[src/verilog/cfs_consts.svh]
// Offsets, field positions and reset values of the CAN status/flag block
`ifndef CFS_CONSTS_SVH
`define CFS_CONSTS_SVH
// Register byte offsets on the AXI4-Lite bus
`define CFS_OFS_FIFO     12'h000
`define CFS_OFS_FLAG     12'h004
`define CFS_OFS_ENABLE   12'h008
// Field positions in the 16-bit registers
`define CFS_WPTR_MSB     13
`define CFS_WPTR_LSB     8
`define CFS_RPTR_MSB     5
`define CFS_RPTR_LSB     0
// Implemented event flag / enable bits (bit 4 is absent)
`define CFS_EVT_MASK     8'hEF
// Event bit positions
`define CFS_BIT_INVALID  7
`define CFS_BIT_WAKE     6
`define CFS_BIT_ERROR    5
`define CFS_BIT_ALMOST   3
`define CFS_BIT_OVERFLOW 2
`define CFS_BIT_RXBUF    1
`define CFS_BIT_TXBUF    0
// Reset values
`define CFS_RST_ENABLE   8'h00
`define CFS_RST_FLAGS    8'h00
`define CFS_RST_STATE    6'h00
// AXI responses
`define CFS_RESP_OKAY    2'h0
`define CFS_RESP_SLVERR  2'h2
`endif

[src/verilog/cfs_pkg.sv]
// Types shared by the CAN status/flag block
`default_nettype none
package cfs_pkg;
  // Register selected by a bus address
  typedef enum logic [1:0] {
    CFS_REG_FIFO,
    CFS_REG_FLAG,
    CFS_REG_ENABLE,
    CFS_REG_NONE
  } cfs_reg_t;
endpackage
`default_nettype wire

[src/verilog/cfs_flag_if.sv]
// Link between the register front end and the event flag bank
`default_nettype none
interface cfs_flag_if;
  logic [7:0] evt;    // One-cycle set requests per flag
  logic [7:0] clr;    // One-cycle clear requests per flag
  logic [7:0] flags;  // Current sticky flags
  modport ctl  (output evt, output clr, input flags);
  modport bank (input evt, input clr, output flags);
endinterface
`default_nettype wire

[src/verilog/cfs_top.sv]
// AXI4-Lite register front end of the CAN status and event flag block
`include "cfs_consts.svh"
`default_nettype none
// Operation
// - Bits 13..8 show FIFO write pointer
// - Bits 5..0 show next buffer to read
// - Unimplemented status/flag/enable bits read zero
// - Bit 13 follows transmitter bus-off state
// - Bit 12 follows transmitter error-passive state
// - Bit 11 follows receiver error-passive state
// - Bit 10 follows transmitter warning state
// - Bit 9 follows receiver warning state
// - Bit 8 is either warning state
// - Flags set by hardware, cleared writing zero
// - Bit 7 set on invalid message
// - Bit 6 set on bus wake-up activity
// - Bit 5 set when error indicators rise
// - Bit 3 set on FIFO almost full
// - Bit 2 set on receive overflow
// - Bit 1 set on receive buffer event
// - Bit 0 set on transmit buffer event
// - Enable bits match flags, reset zero
// - Enable bits 15..8 read zero
module cfs_top #(
  parameter int ADDR_W = 12
) (
  // Clock and reset
  input  wire logic              aclk,
  input  wire logic              aresetn,
  // AXI4-Lite write address
  input  wire logic [ADDR_W-1:0] s_axi_awaddr,
  input  wire logic              s_axi_awvalid,
  output logic                   s_axi_awready,
  // AXI4-Lite write data
  input  wire logic [31:0]       s_axi_wdata,
  input  wire logic [3:0]        s_axi_wstrb,
  input  wire logic              s_axi_wvalid,
  output logic                   s_axi_wready,
  // AXI4-Lite write response
  output logic [1:0]             s_axi_bresp,
  output logic                   s_axi_bvalid,
  input  wire logic              s_axi_bready,
  // AXI4-Lite read address
  input  wire logic [ADDR_W-1:0] s_axi_araddr,
  input  wire logic              s_axi_arvalid,
  output logic                   s_axi_arready,
  // AXI4-Lite read data
  output logic [31:0]            s_axi_rdata,
  output logic [1:0]             s_axi_rresp,
  output logic                   s_axi_rvalid,
  input  wire logic              s_axi_rready,
  // FIFO pointers from the buffer manager
  input  wire logic [5:0]        fifo_write_pointer,
  input  wire logic [5:0]        fifo_next_read_pointer,
  // Error states from the protocol engine
  input  wire logic              tx_bus_off_state,
  input  wire logic              tx_error_passive_state,
  input  wire logic              rx_error_passive_state,
  input  wire logic              tx_warning_state,
  input  wire logic              rx_warning_state,
  // One-cycle event pulses
  input  wire logic              invalid_message_evt,
  input  wire logic              wakeup_activity_evt,
  input  wire logic              queue_almost_full_evt,
  input  wire logic              rx_overflow_evt,
  input  wire logic              rx_buffer_evt,
  input  wire logic              tx_buffer_evt,
  // Module interrupt request
  output logic                   irq
);
  // ****************************************
  // Declarations
  // ****************************************
  cfs_flag_if fl ();                   // Flag bank traffic
  logic [5:0]        state_bits;       // Error-state indicators
  logic              error_rise;       // Indicator went active
  logic [7:0]        enable_r;         // Event enable register
  logic              aw_held_r;        // Write address taken
  logic [ADDR_W-1:0] awaddr_r;         // Held write address
  logic              w_held_r;         // Write data taken
  logic [31:0]       wdata_r;          // Held write data
  logic [3:0]        wstrb_r;          // Held byte strobes
  logic              bvalid_r;         // Write response pending
  logic [1:0]        bresp_r;          // Write response code
  logic              rvalid_r;         // Read data pending
  logic [31:0]       rdata_r;          // Read data
  logic [1:0]        rresp_r;          // Read response code
  logic              irq_r;            // Registered interrupt
  logic              wr_fire;          // Both halves of a write held
  logic              rd_fire;          // Read address accepted
  cfs_pkg::cfs_reg_t wr_sel;           // Register targeted by write
  cfs_pkg::cfs_reg_t rd_sel;           // Register targeted by read
  logic [15:0]       rd_word;          // Read multiplexer output
  logic              flag_wr;          // Write to flag byte lane

  // Address decode shared by read and write paths
  function automatic cfs_pkg::cfs_reg_t reg_sel(input logic [ADDR_W-1:0] a);
    case (a)
      ADDR_W'(`CFS_OFS_FIFO):   reg_sel = cfs_pkg::CFS_REG_FIFO;
      ADDR_W'(`CFS_OFS_FLAG):   reg_sel = cfs_pkg::CFS_REG_FLAG;
      ADDR_W'(`CFS_OFS_ENABLE): reg_sel = cfs_pkg::CFS_REG_ENABLE;
      default:                  reg_sel = cfs_pkg::CFS_REG_NONE;
    endcase
  endfunction

  // ****************************************
  // Sub-blocks
  // ****************************************
  cfs_state_mon u_mon (
    .aclk                   (aclk),
    .aresetn                (aresetn),
    .tx_bus_off_state       (tx_bus_off_state),
    .tx_error_passive_state (tx_error_passive_state),
    .rx_error_passive_state (rx_error_passive_state),
    .tx_warning_state       (tx_warning_state),
    .rx_warning_state       (rx_warning_state),
    .state_bits             (state_bits),
    .error_rise             (error_rise)
  );

  cfs_flag_bank u_bank (
    .aclk    (aclk),
    .aresetn (aresetn),
    .fl      (fl.bank)
  );

  // ****************************************
  // Event and clear vectors
  // ****************************************
  assign fl.evt = {invalid_message_evt,
                   wakeup_activity_evt,
                   error_rise,
                   1'b0,
                   queue_almost_full_evt,
                   rx_overflow_evt,
                   rx_buffer_evt,
                   tx_buffer_evt};
  assign wr_sel  = reg_sel(awaddr_r);
  assign wr_fire = aw_held_r & w_held_r;
  assign flag_wr = wr_fire & wstrb_r[0] & (wr_sel == cfs_pkg::CFS_REG_FLAG);
  // Only zeros in written data clear; ones leave flags alone
  assign fl.clr  = flag_wr ? ~wdata_r[7:0] : 8'h00;

  // ****************************************
  // Write channel
  // ****************************************
  assign s_axi_awready = !aw_held_r && !bvalid_r;
  assign s_axi_wready  = !w_held_r && !bvalid_r;
  assign s_axi_bvalid  = bvalid_r;
  assign s_axi_bresp   = bresp_r;

  // Hold address and data until both arrived, then answer
  always_ff @(posedge aclk) begin
    if (!aresetn) begin
      aw_held_r <= 1'b0;
      w_held_r  <= 1'b0;
      awaddr_r  <= '0;
      wdata_r   <= 32'h0000_0000;
      wstrb_r   <= 4'h0;
      bvalid_r  <= 1'b0;
      bresp_r   <= `CFS_RESP_OKAY;
    end else begin
      if (s_axi_awvalid && s_axi_awready) begin
        aw_held_r <= 1'b1;
        awaddr_r  <= s_axi_awaddr;
      end
      if (s_axi_wvalid && s_axi_wready) begin
        w_held_r <= 1'b1;
        wdata_r  <= s_axi_wdata;
        wstrb_r  <= s_axi_wstrb;
      end
      if (wr_fire) begin
        // Both halves present: retire them and respond
        aw_held_r <= 1'b0;
        w_held_r  <= 1'b0;
        bvalid_r  <= 1'b1;
        bresp_r   <= (wr_sel == cfs_pkg::CFS_REG_NONE) ?
                     `CFS_RESP_SLVERR : `CFS_RESP_OKAY;
      end else if (bvalid_r && s_axi_bready) begin
        bvalid_r <= 1'b0;
      end
    end
  end

  // Enable register, byte lane 0 only
  always_ff @(posedge aclk) begin
    if (!aresetn) begin
      enable_r <= `CFS_RST_ENABLE;
    end else if (wr_fire && wstrb_r[0] &&
                 wr_sel == cfs_pkg::CFS_REG_ENABLE) begin
      enable_r <= wdata_r[7:0] & `CFS_EVT_MASK;
    end
  end

  // ****************************************
  // Read channel
  // ****************************************
  assign rd_sel  = reg_sel(s_axi_araddr);
  assign rd_fire = s_axi_arvalid && s_axi_arready;
  assign s_axi_arready = !rvalid_r;
  assign s_axi_rvalid  = rvalid_r;
  assign s_axi_rdata   = rdata_r;
  assign s_axi_rresp   = rresp_r;

  // Read multiplexer, unused bits forced low
  always_comb begin
    rd_word = 16'h0000;
    case (rd_sel)
      cfs_pkg::CFS_REG_FIFO: begin
        rd_word[`CFS_WPTR_MSB:`CFS_WPTR_LSB] = fifo_write_pointer;
        rd_word[`CFS_RPTR_MSB:`CFS_RPTR_LSB] = fifo_next_read_pointer;
      end
      cfs_pkg::CFS_REG_FLAG: begin
        rd_word = {2'h0, state_bits, fl.flags};
      end
      cfs_pkg::CFS_REG_ENABLE: begin
        rd_word = {8'h00, enable_r};
      end
      default: begin
        rd_word = 16'h0000;
      end
    endcase
  end

  // Capture read data on address acceptance
  always_ff @(posedge aclk) begin
    if (!aresetn) begin
      rvalid_r <= 1'b0;
      rdata_r  <= 32'h0000_0000;
      rresp_r  <= `CFS_RESP_OKAY;
    end else if (rd_fire) begin
      rvalid_r <= 1'b1;
      rdata_r  <= {16'h0000, rd_word};
      rresp_r  <= (rd_sel == cfs_pkg::CFS_REG_NONE) ?
                  `CFS_RESP_SLVERR : `CFS_RESP_OKAY;
    end else if (rvalid_r && s_axi_rready) begin
      rvalid_r <= 1'b0;
    end
  end

  // ****************************************
  // Interrupt request
  // ****************************************
  always_ff @(posedge aclk) begin
    if (!aresetn) begin
      irq_r <= 1'b0;
    end else begin
      irq_r <= |(fl.flags & enable_r);
    end
  end

  assign irq = irq_r;

  // ****************************************
  // Assertions
  // ****************************************
  a_wptr_read: assert property (
    @(posedge aclk) disable iff (!aresetn)
    rd_fire && rd_sel == cfs_pkg::CFS_REG_FIFO |=>
      s_axi_rdata[13:8] == $past(fifo_write_pointer))
    else $error("FIFO write pointer misread");

  a_rptr_read: assert property (
    @(posedge aclk) disable iff (!aresetn)
    rd_fire && rd_sel == cfs_pkg::CFS_REG_FIFO |=>
      s_axi_rdata[5:0] == $past(fifo_next_read_pointer) &&
      s_axi_rdata[15:14] == 2'h0 && s_axi_rdata[7:6] == 2'h0)
    else $error("FIFO next read pointer misread");

  a_unused_zero: assert property (
    @(posedge aclk) disable iff (!aresetn)
    fl.flags[4] == 1'b0 && enable_r[4] == 1'b0 &&
    (!s_axi_rvalid || s_axi_rdata[31:16] == 16'h0000))
    else $error("Unimplemented bit not zero");

  a_busoff_track: assert property (
    @(posedge aclk) disable iff (!aresetn)
    ##1 state_bits[5] == $past(tx_bus_off_state))
    else $error("Bus-off indicator wrong");

  a_warn_any: assert property (
    @(posedge aclk) disable iff (!aresetn)
    state_bits[0] == (state_bits[2] | state_bits[1]))
    else $error("Any-warning indicator wrong");

  a_flag_clear: assert property (
    @(posedge aclk) disable iff (!aresetn)
    flag_wr && fl.evt == 8'h00 |=>
      fl.flags == ($past(fl.flags) & $past(wdata_r[7:0])))
    else $error("Flag write did not clear by zeros");

  a_event_sets: assert property (
    @(posedge aclk) disable iff (!aresetn)
    fl.evt != 8'h00 |=>
      (fl.flags & $past(fl.evt)) == ($past(fl.evt) & `CFS_EVT_MASK))
    else $error("Event failed to set its flag");

  a_err_on_rise: assert property (
    @(posedge aclk) disable iff (!aresetn)
    $rose(state_bits[5]) || $rose(state_bits[0]) |=> fl.flags[5])
    else $error("Error flag not set by indicator");

  a_enable_reset: assert property (
    @(posedge aclk)
    $past(!aresetn) |-> enable_r == 8'h00 && !irq)
    else $error("Enable bits not cleared by reset");

  a_irq_follow: assert property (
    @(posedge aclk) disable iff (!aresetn)
    ##1 irq == $past(|(fl.flags & enable_r)))
    else $error("Interrupt does not follow enabled flags");

  a_txpass_track: assert property (
    @(posedge aclk) disable iff (!aresetn)
    ##1 state_bits[4] == $past(tx_error_passive_state))
    else $error("Transmit passive indicator wrong");

  a_rxpass_track: assert property (
    @(posedge aclk) disable iff (!aresetn)
    ##1 state_bits[3] == $past(rx_error_passive_state))
    else $error("Receive passive indicator wrong");

  a_txwarn_track: assert property (
    @(posedge aclk) disable iff (!aresetn)
    ##1 state_bits[2] == $past(tx_warning_state))
    else $error("Transmit warning indicator wrong");

  a_rxwarn_track: assert property (
    @(posedge aclk) disable iff (!aresetn)
    ##1 state_bits[1] == $past(rx_warning_state))
    else $error("Receive warning indicator wrong");

  a_flag_read: assert property (
    @(posedge aclk) disable iff (!aresetn)
    rd_fire && rd_sel == cfs_pkg::CFS_REG_FLAG |=>
      s_axi_rdata[15:14] == 2'h0 && s_axi_rdata[4] == 1'b0 &&
      s_axi_rdata[13:8] == $past(state_bits))
    else $error("Flag register misread");

  a_enable_read: assert property (
    @(posedge aclk) disable iff (!aresetn)
    rd_fire && rd_sel == cfs_pkg::CFS_REG_ENABLE |=>
      s_axi_rdata[15:8] == 8'h00 && s_axi_rdata[7:0] == $past(enable_r))
    else $error("Enable register misread");

  a_lane_ignore: assert property (
    @(posedge aclk) disable iff (!aresetn)
    wr_fire && !wstrb_r[0] |=> $stable(enable_r))
    else $error("Enable changed without byte lane 0");
endmodule
`default_nettype wire

[src/verilog/cfs_flag_bank.sv]
// Sticky event flags: set by hardware, cleared by writing zero
`include "cfs_consts.svh"
`default_nettype none
module cfs_flag_bank (
  // Clock and reset
  input  wire logic aclk,
  input  wire logic aresetn,
  // Flag traffic
  cfs_flag_if.bank  fl
);
  logic [7:0] flag_r;  // Flag storage
  localparam logic [7:0] MASK = `CFS_EVT_MASK;

  // ****************************************
  // One flip-flop per flag, bit 4 held at 0
  // ****************************************
  for (genvar i = 0; i < 8; i++) begin : g_flag
    always_ff @(posedge aclk) begin
      if (!aresetn) begin
        flag_r[i] <= 1'b0;
      end else if (!MASK[i]) begin
        flag_r[i] <= 1'b0;
      end else begin
        // Set beats clear in the same cycle
        flag_r[i] <= fl.evt[i] | (flag_r[i] & ~fl.clr[i]);
      end
    end
  end

  assign fl.flags = flag_r;
endmodule
`default_nettype wire

[src/verilog/cfs_state_mon.sv]
// Error-state indicators and the error event they raise
`include "cfs_consts.svh"
`default_nettype none
module cfs_state_mon (
  // Clock and reset
  input  wire logic       aclk,
  input  wire logic       aresetn,
  // Raw states from the protocol engine
  input  wire logic       tx_bus_off_state,
  input  wire logic       tx_error_passive_state,
  input  wire logic       rx_error_passive_state,
  input  wire logic       tx_warning_state,
  input  wire logic       rx_warning_state,
  // Registered indicators, bit 5 bus-off down to bit 0 any warning
  output logic [5:0]      state_bits,
  // Pulse when any indicator becomes active
  output logic            error_rise
);
  logic [5:0] sts_r;    // Indicators as read by software
  logic [5:0] sts_d_r;  // Previous indicators for edge detection

  // ****************************************
  // Capture of the indicators
  // ****************************************
  always_ff @(posedge aclk) begin
    if (!aresetn) begin
      sts_r   <= `CFS_RST_STATE;
      sts_d_r <= `CFS_RST_STATE;
    end else begin
      sts_r   <= {tx_bus_off_state,
                  tx_error_passive_state,
                  rx_error_passive_state,
                  tx_warning_state,
                  rx_warning_state,
                  tx_warning_state | rx_warning_state};
      sts_d_r <= sts_r;
    end
  end

  assign state_bits = sts_r;
  // Any indicator going active raises the error event
  assign error_rise = |(sts_r & ~sts_d_r);
endmodule
`default_nettype wire

[config.mk]
export PLATFORM = sky130hd
export DESIGN_NAME = cfs_top
export DESIGN_NICKNAME = d
export VERILOG_FILES = /design/src/verilog/cfs_pkg.sv /design/src/verilog/cfs_flag_if.sv /design/src/verilog/cfs_top.sv /design/src/verilog/cfs_flag_bank.sv /design/src/verilog/cfs_state_mon.sv
export VERILOG_INCLUDE_DIRS = /design/src /design/src/verilog
export SDC_FILE = /design/constraint.sdc
export NUM_CORES = 1
export LEC_CHECK = 0
export BUFFER_PORTS_ARGS = -buffer_cell sky130_fd_sc_hd__buf_2
export CAP_MARGIN = 15
export CORE_ASPECT_RATIO = 2
export CORE_UTILIZATION = 51
export DETAILED_ROUTE_END_ITERATION = 8
export GPL_TIMING_DRIVEN = 0
export PLACE_DENSITY = 0.85
export SYNTH_ARGS = -nofsm -noshare
export SYNTH_HDL_FRONTEND = slang
export SYNTH_SLANG_ARGS = --single-unit
[constraint.sdc]
create_clock -name aclk -period 3 [get_ports aclk]
set_clock_uncertainty 0.2 [all_clocks]
set_input_delay 0 -clock aclk [delete_from_list [all_inputs] [get_ports aclk]]
set_output_delay 0 -clock aclk [all_outputs]
set_load 0.005 [all_outputs]
==> load_flow_metrics.sql <==
INSERT INTO impl_metrics (metric_group, metric, value, unit) VALUES
('yosys', 'synth_top_area_share', '0.444', ''),
('setup_path', 'count_of_cell_instances_traversed_by_the_critical_path', '12', ''),
('yosys', 'ys_ff_latch', '67', ''),
('finish', 'layout-area-overhead-vs-synth', '48.4', '%'),
('floorplan', 'placementRows', '39', ''),
('drt', 'viasPerCell', '5.45', ''),
('yosys', 'postSynthAreaPerCell', '8.54', 'um2'),
('place', 'post-dp-hpwl', '5.73', 'mm'),
('power_and_ir_drop', 'clockPowerShare', '0.449', ''),
('setup_path', 'worstSetupEndpoint', 's_axi_rdata[10]$_SDFFE_PN0P_', ''),
('drt', 'remaining_antenna_violation_count_after_routing', '0', ''),
('global_route', 'grt_remaining_overflow', '0', ''),
('timing', 'grt_setup_unrepaired', 'no', ''),
('timing', 'slew_violations', '0', ''),
('power_and_ir_drop', 'net-switching-power', '545', 'uW'),
('setup_path', 'critPathMaxStageDelay', '0.59', 'ns'),
('finish', 'finish.net_count', '621', ''),
('place', 'buffer_ports.inserted', '83', ''),
('yosys', 'synth_commonest_cells', 'nand2_1, dfxtp_1, a21oi_1', ''),
('finish', 'antenna-diode-count', '0', ''),
('timing', 'setup-tns-final', '0', 'ns'),
('floorplan', 'floorplan.io_pins', '132', ''),
('finish', 'register_area', '1340', 'um2'),
('power_and_ir_drop', 'power_frac_seq', '0.427', ''),
('global_route', 'grt_antenna_before_repair', '0', ''),
('setup_path', 'largest_fanout_of_any_net_on_the_critical_path', '10', ''),
('clock_tree', 'ctsHtreeMaxLevel', '3', ''),
('drt', 'drc_errors', '5', ''),
('clock_tree', 'cts_inserted_buffers', '9', ''),
('setup_path', 'crit_chain', 'buf_2 > nor4_2 > and4b_1 > buf_6 > buf_12 > nand2_1 > ha_1 > clkbuf_1 > nor2_1 > mux2i_1 > o21ai_0 > dlygate4sd3_1', ''),
('clock_tree', 'cts_hold_buffers', '61', ''),
('finish', 'layout.cells.non_filler', '594', ''),
('clock_tree', 'clkSlewWorstSetupHoldPaths', '0.05', 'ns'),
('clock_tree', 'clockBufferDepth', '2', ''),
('finish', 'num-fill-cells', '364', ''),
('power_and_ir_drop', 'p_leak', '0.00199', 'uW'),
('global_route', 'grt_start_max_net_pins', '12', ''),
('outcome', 'run_status', 'complete, but fails checks', ''),
('timing', 'timing_limited_maximum_frequency', '366', 'MHz'),
('floorplan', 'dieHeight', '111', 'um'),
('yosys', 'synth_top_cell_by_area', 'dfxtp_1', ''),
('power_and_ir_drop', 'power.ir.vdd_worst', '0.000593', 'V'),
('yosys', 'postSynthCellCount', '354', ''),
('timing', 'worst-slew-pin-transition', '0.742', 'ns'),
('job', 'cap_violations', '0', ''),
('floorplan', 'fp.dieW', '56.4', 'um'),
('drt', 'vias_after_detailed_routing', '3236', ''),
('global_route', 'grt_pass1_wl', '15.4', 'mm'),
('timing', 'min_period_over_period', '0.911', ''),
('yosys', 'area_of_the_mapped_netlist', '3020', 'um2'),
('power_and_ir_drop', 'switching_share', '0.243', ''),
('clock_tree', 'post_cts_resize_count', '0', ''),
('setup_path', 'crit_path_top_delay_cell', 'dlygate4sd3_1', ''),
('timing', 'timing.slew.headroom', '0.501', ''),
('yosys', 'synth-seq-area-share', '0.444', ''),
('place', 'gp_congestion', '0.854', ''),
('setup_path', 'regToRegStartpoint', 's_axi_bvalid$_SDFFE_PN0P_', ''),
('yosys', 'synthTopCellsByArea', 'dfxtp_1, nand2_1, a21oi_1, buf_4, a222oi_1', ''),
('outcome', 'violations_in_the_final_reports', 'DRC', ''),
('floorplan', 'initial_core_util', '0.529', ''),
('floorplan', 'fp.coreArea', '5710', 'um2'),
('clock_tree', 'numClockSinks', '67', ''),
('setup_path', 'crit-reg2reg-capture', 'awaddr_r[10]$_SDFFE_PN0P_', ''),
('setup_path', 'timing.setup.critical_path_class', 'primary input to flop', ''),
('yosys', 'synth_cell_types', '38', ''),
('drt', 'drt-wirelength-per-cell', '16.1', 'um'),
('setup_path', 'crit_buf_inv', '5', ''),
('setup_path', 'crit_family', 'buffers and inverters', ''),
('power_and_ir_drop', 'design_internal_power', '1700', 'uW'),
('floorplan', 'total_die_area', '6260', 'um2'),
('clock_tree', 'insertion_delay', '0.33', 'ns');
[worst min-delay path by stage]
stage,slack (ns),cells past startpoint,to,start
after floorplan,-0.07,1,u_mon.state_bits[3]$_SDFF_PN0_,rx_error_passive_state
after global placement,0.008,2,u_mon.state_bits[4]$_SDFF_PN0_,tx_error_passive_state
after detailed placement,0.02,2,u_mon.state_bits[4]$_SDFF_PN0_,tx_error_passive_state
after CTS,0.07,4,aw_held_r$_SDFFE_PP0P_,s_axi_awvalid
after global routing,0.15,5,s_axi_rdata[5]$_SDFFE_PN0P_,s_axi_araddr[2]
final,0.1,4,aw_held_r$_SDFFE_PP0P_,s_axi_awvalid
[power by group through the flow]
stage / combinational (uW) / sequential (uW) / clock [uW]
after floorplan: 129 / 967 / 0
after global placement: 199 / 972 / 0
after detailed placement: 206 / 974 / 0
after CTS: 264 / 956 / 1010
after global routing: 302 / 962 / 1040
final: 278 / 960 / 1010
[registers in the layout, indices dropped and copies added, names as in the netlist]
signal / cells
awaddr_r: 12
aw_held_r: 1
u_bank.fl.flags: 7
s_axi_bresp: 1
enable_r: 7
s_axi_rvalid: 1
s_axi_bvalid: 1
wstrb_r: 1
irq: 1
s_axi_rdata: 14
u_mon.state_bits: 6
w_held_r: 1
u_mon.sts_d_r: 6
wdata_r: 7
s_axi_rresp: 1
[stage by stage]
stage	total power [uW]	instance area, um2	setup WS (ns)
after CTS	2230	4490	0.422
after global routing	2310	4490	0.0810
after floorplan	1100	3090	0.961
final	2250	4490	0.266
after global placement	1170	3590	0.618
after detailed placement	1180	3590	0.489
[cell type report]
cell class	instances	area share
Buffer	39	0.0669
Clock buffer	12	0.0594
Clock inverter	4	0.00530
Inverter	13	0.0109
Multi-Input combinational cell	254	0.313
Sequential cell	67	0.299
Tap cell	61	0.0170
Timing Repair Buffer	144	0.229
[cells by family (layout without fill, tap and decap cells)]
group,after synthesis,after routing,share of synthesized area
fa+ha+maj,3,3,0.0124
compound gates,81,81,0.174
simple gates,142,142,0.227
buf+inv,52,212,0.115
flops,67,67,0.444
other cells,1,20,0.00124
mux,8,8,0.0265
[per-layer routing]
metal / global-route usage / wire length (um) / up-vias
li1: - / - / 1535
met4: 0.166 / 299 / 0
met1: 0.286 / 3190 / 1483
met2: 0.612 / 5440 / 186
met3: 0.0723 / 610 / 32
met5: 0 / 0 / -
[layout by cell type (no fill, tap or decap), types with 2 or more instances in the layout]
| master | n |
|---|---|
| a21oi_1 | 35 |
| a221oi_1 | 5 |
| a222oi_1 | 12 |
| a22oi_1 | 4 |
| a32oi_1 | 5 |
| and2_1 | 10 |
| and2b_2 | 3 |
| buf_2 | 84 |
| buf_4 | 21 |
| buf_6 | 3 |
| clkbuf_1 | 10 |
| clkbuf_16 | 9 |
| clkbuf_8 | 5 |
| clkinv_2 | 3 |
| conb_1 | 20 |
| dfxtp_1 | 67 |
| dlygate4sd3_1 | 61 |
| ha_1 | 3 |
| inv_1 | 13 |
| mux2i_1 | 8 |
| nand2_1 | 72 |
| nand2b_1 | 5 |
| nand4_1 | 3 |
| nor2_1 | 20 |
| nor2b_1 | 15 |
| nor3_1 | 4 |
| nor4_1 | 2 |
| nor4_2 | 2 |
| o21ai_0 | 14 |
| o22ai_1 | 3 |
[tightest hold or removal path, cell delays in order]
cell	delay (ns)
buf_2	0.09
nand2_1	0.09
clkbuf_1	0.24
a21oi_1	0.17
(Power assumes the default switching activity.)
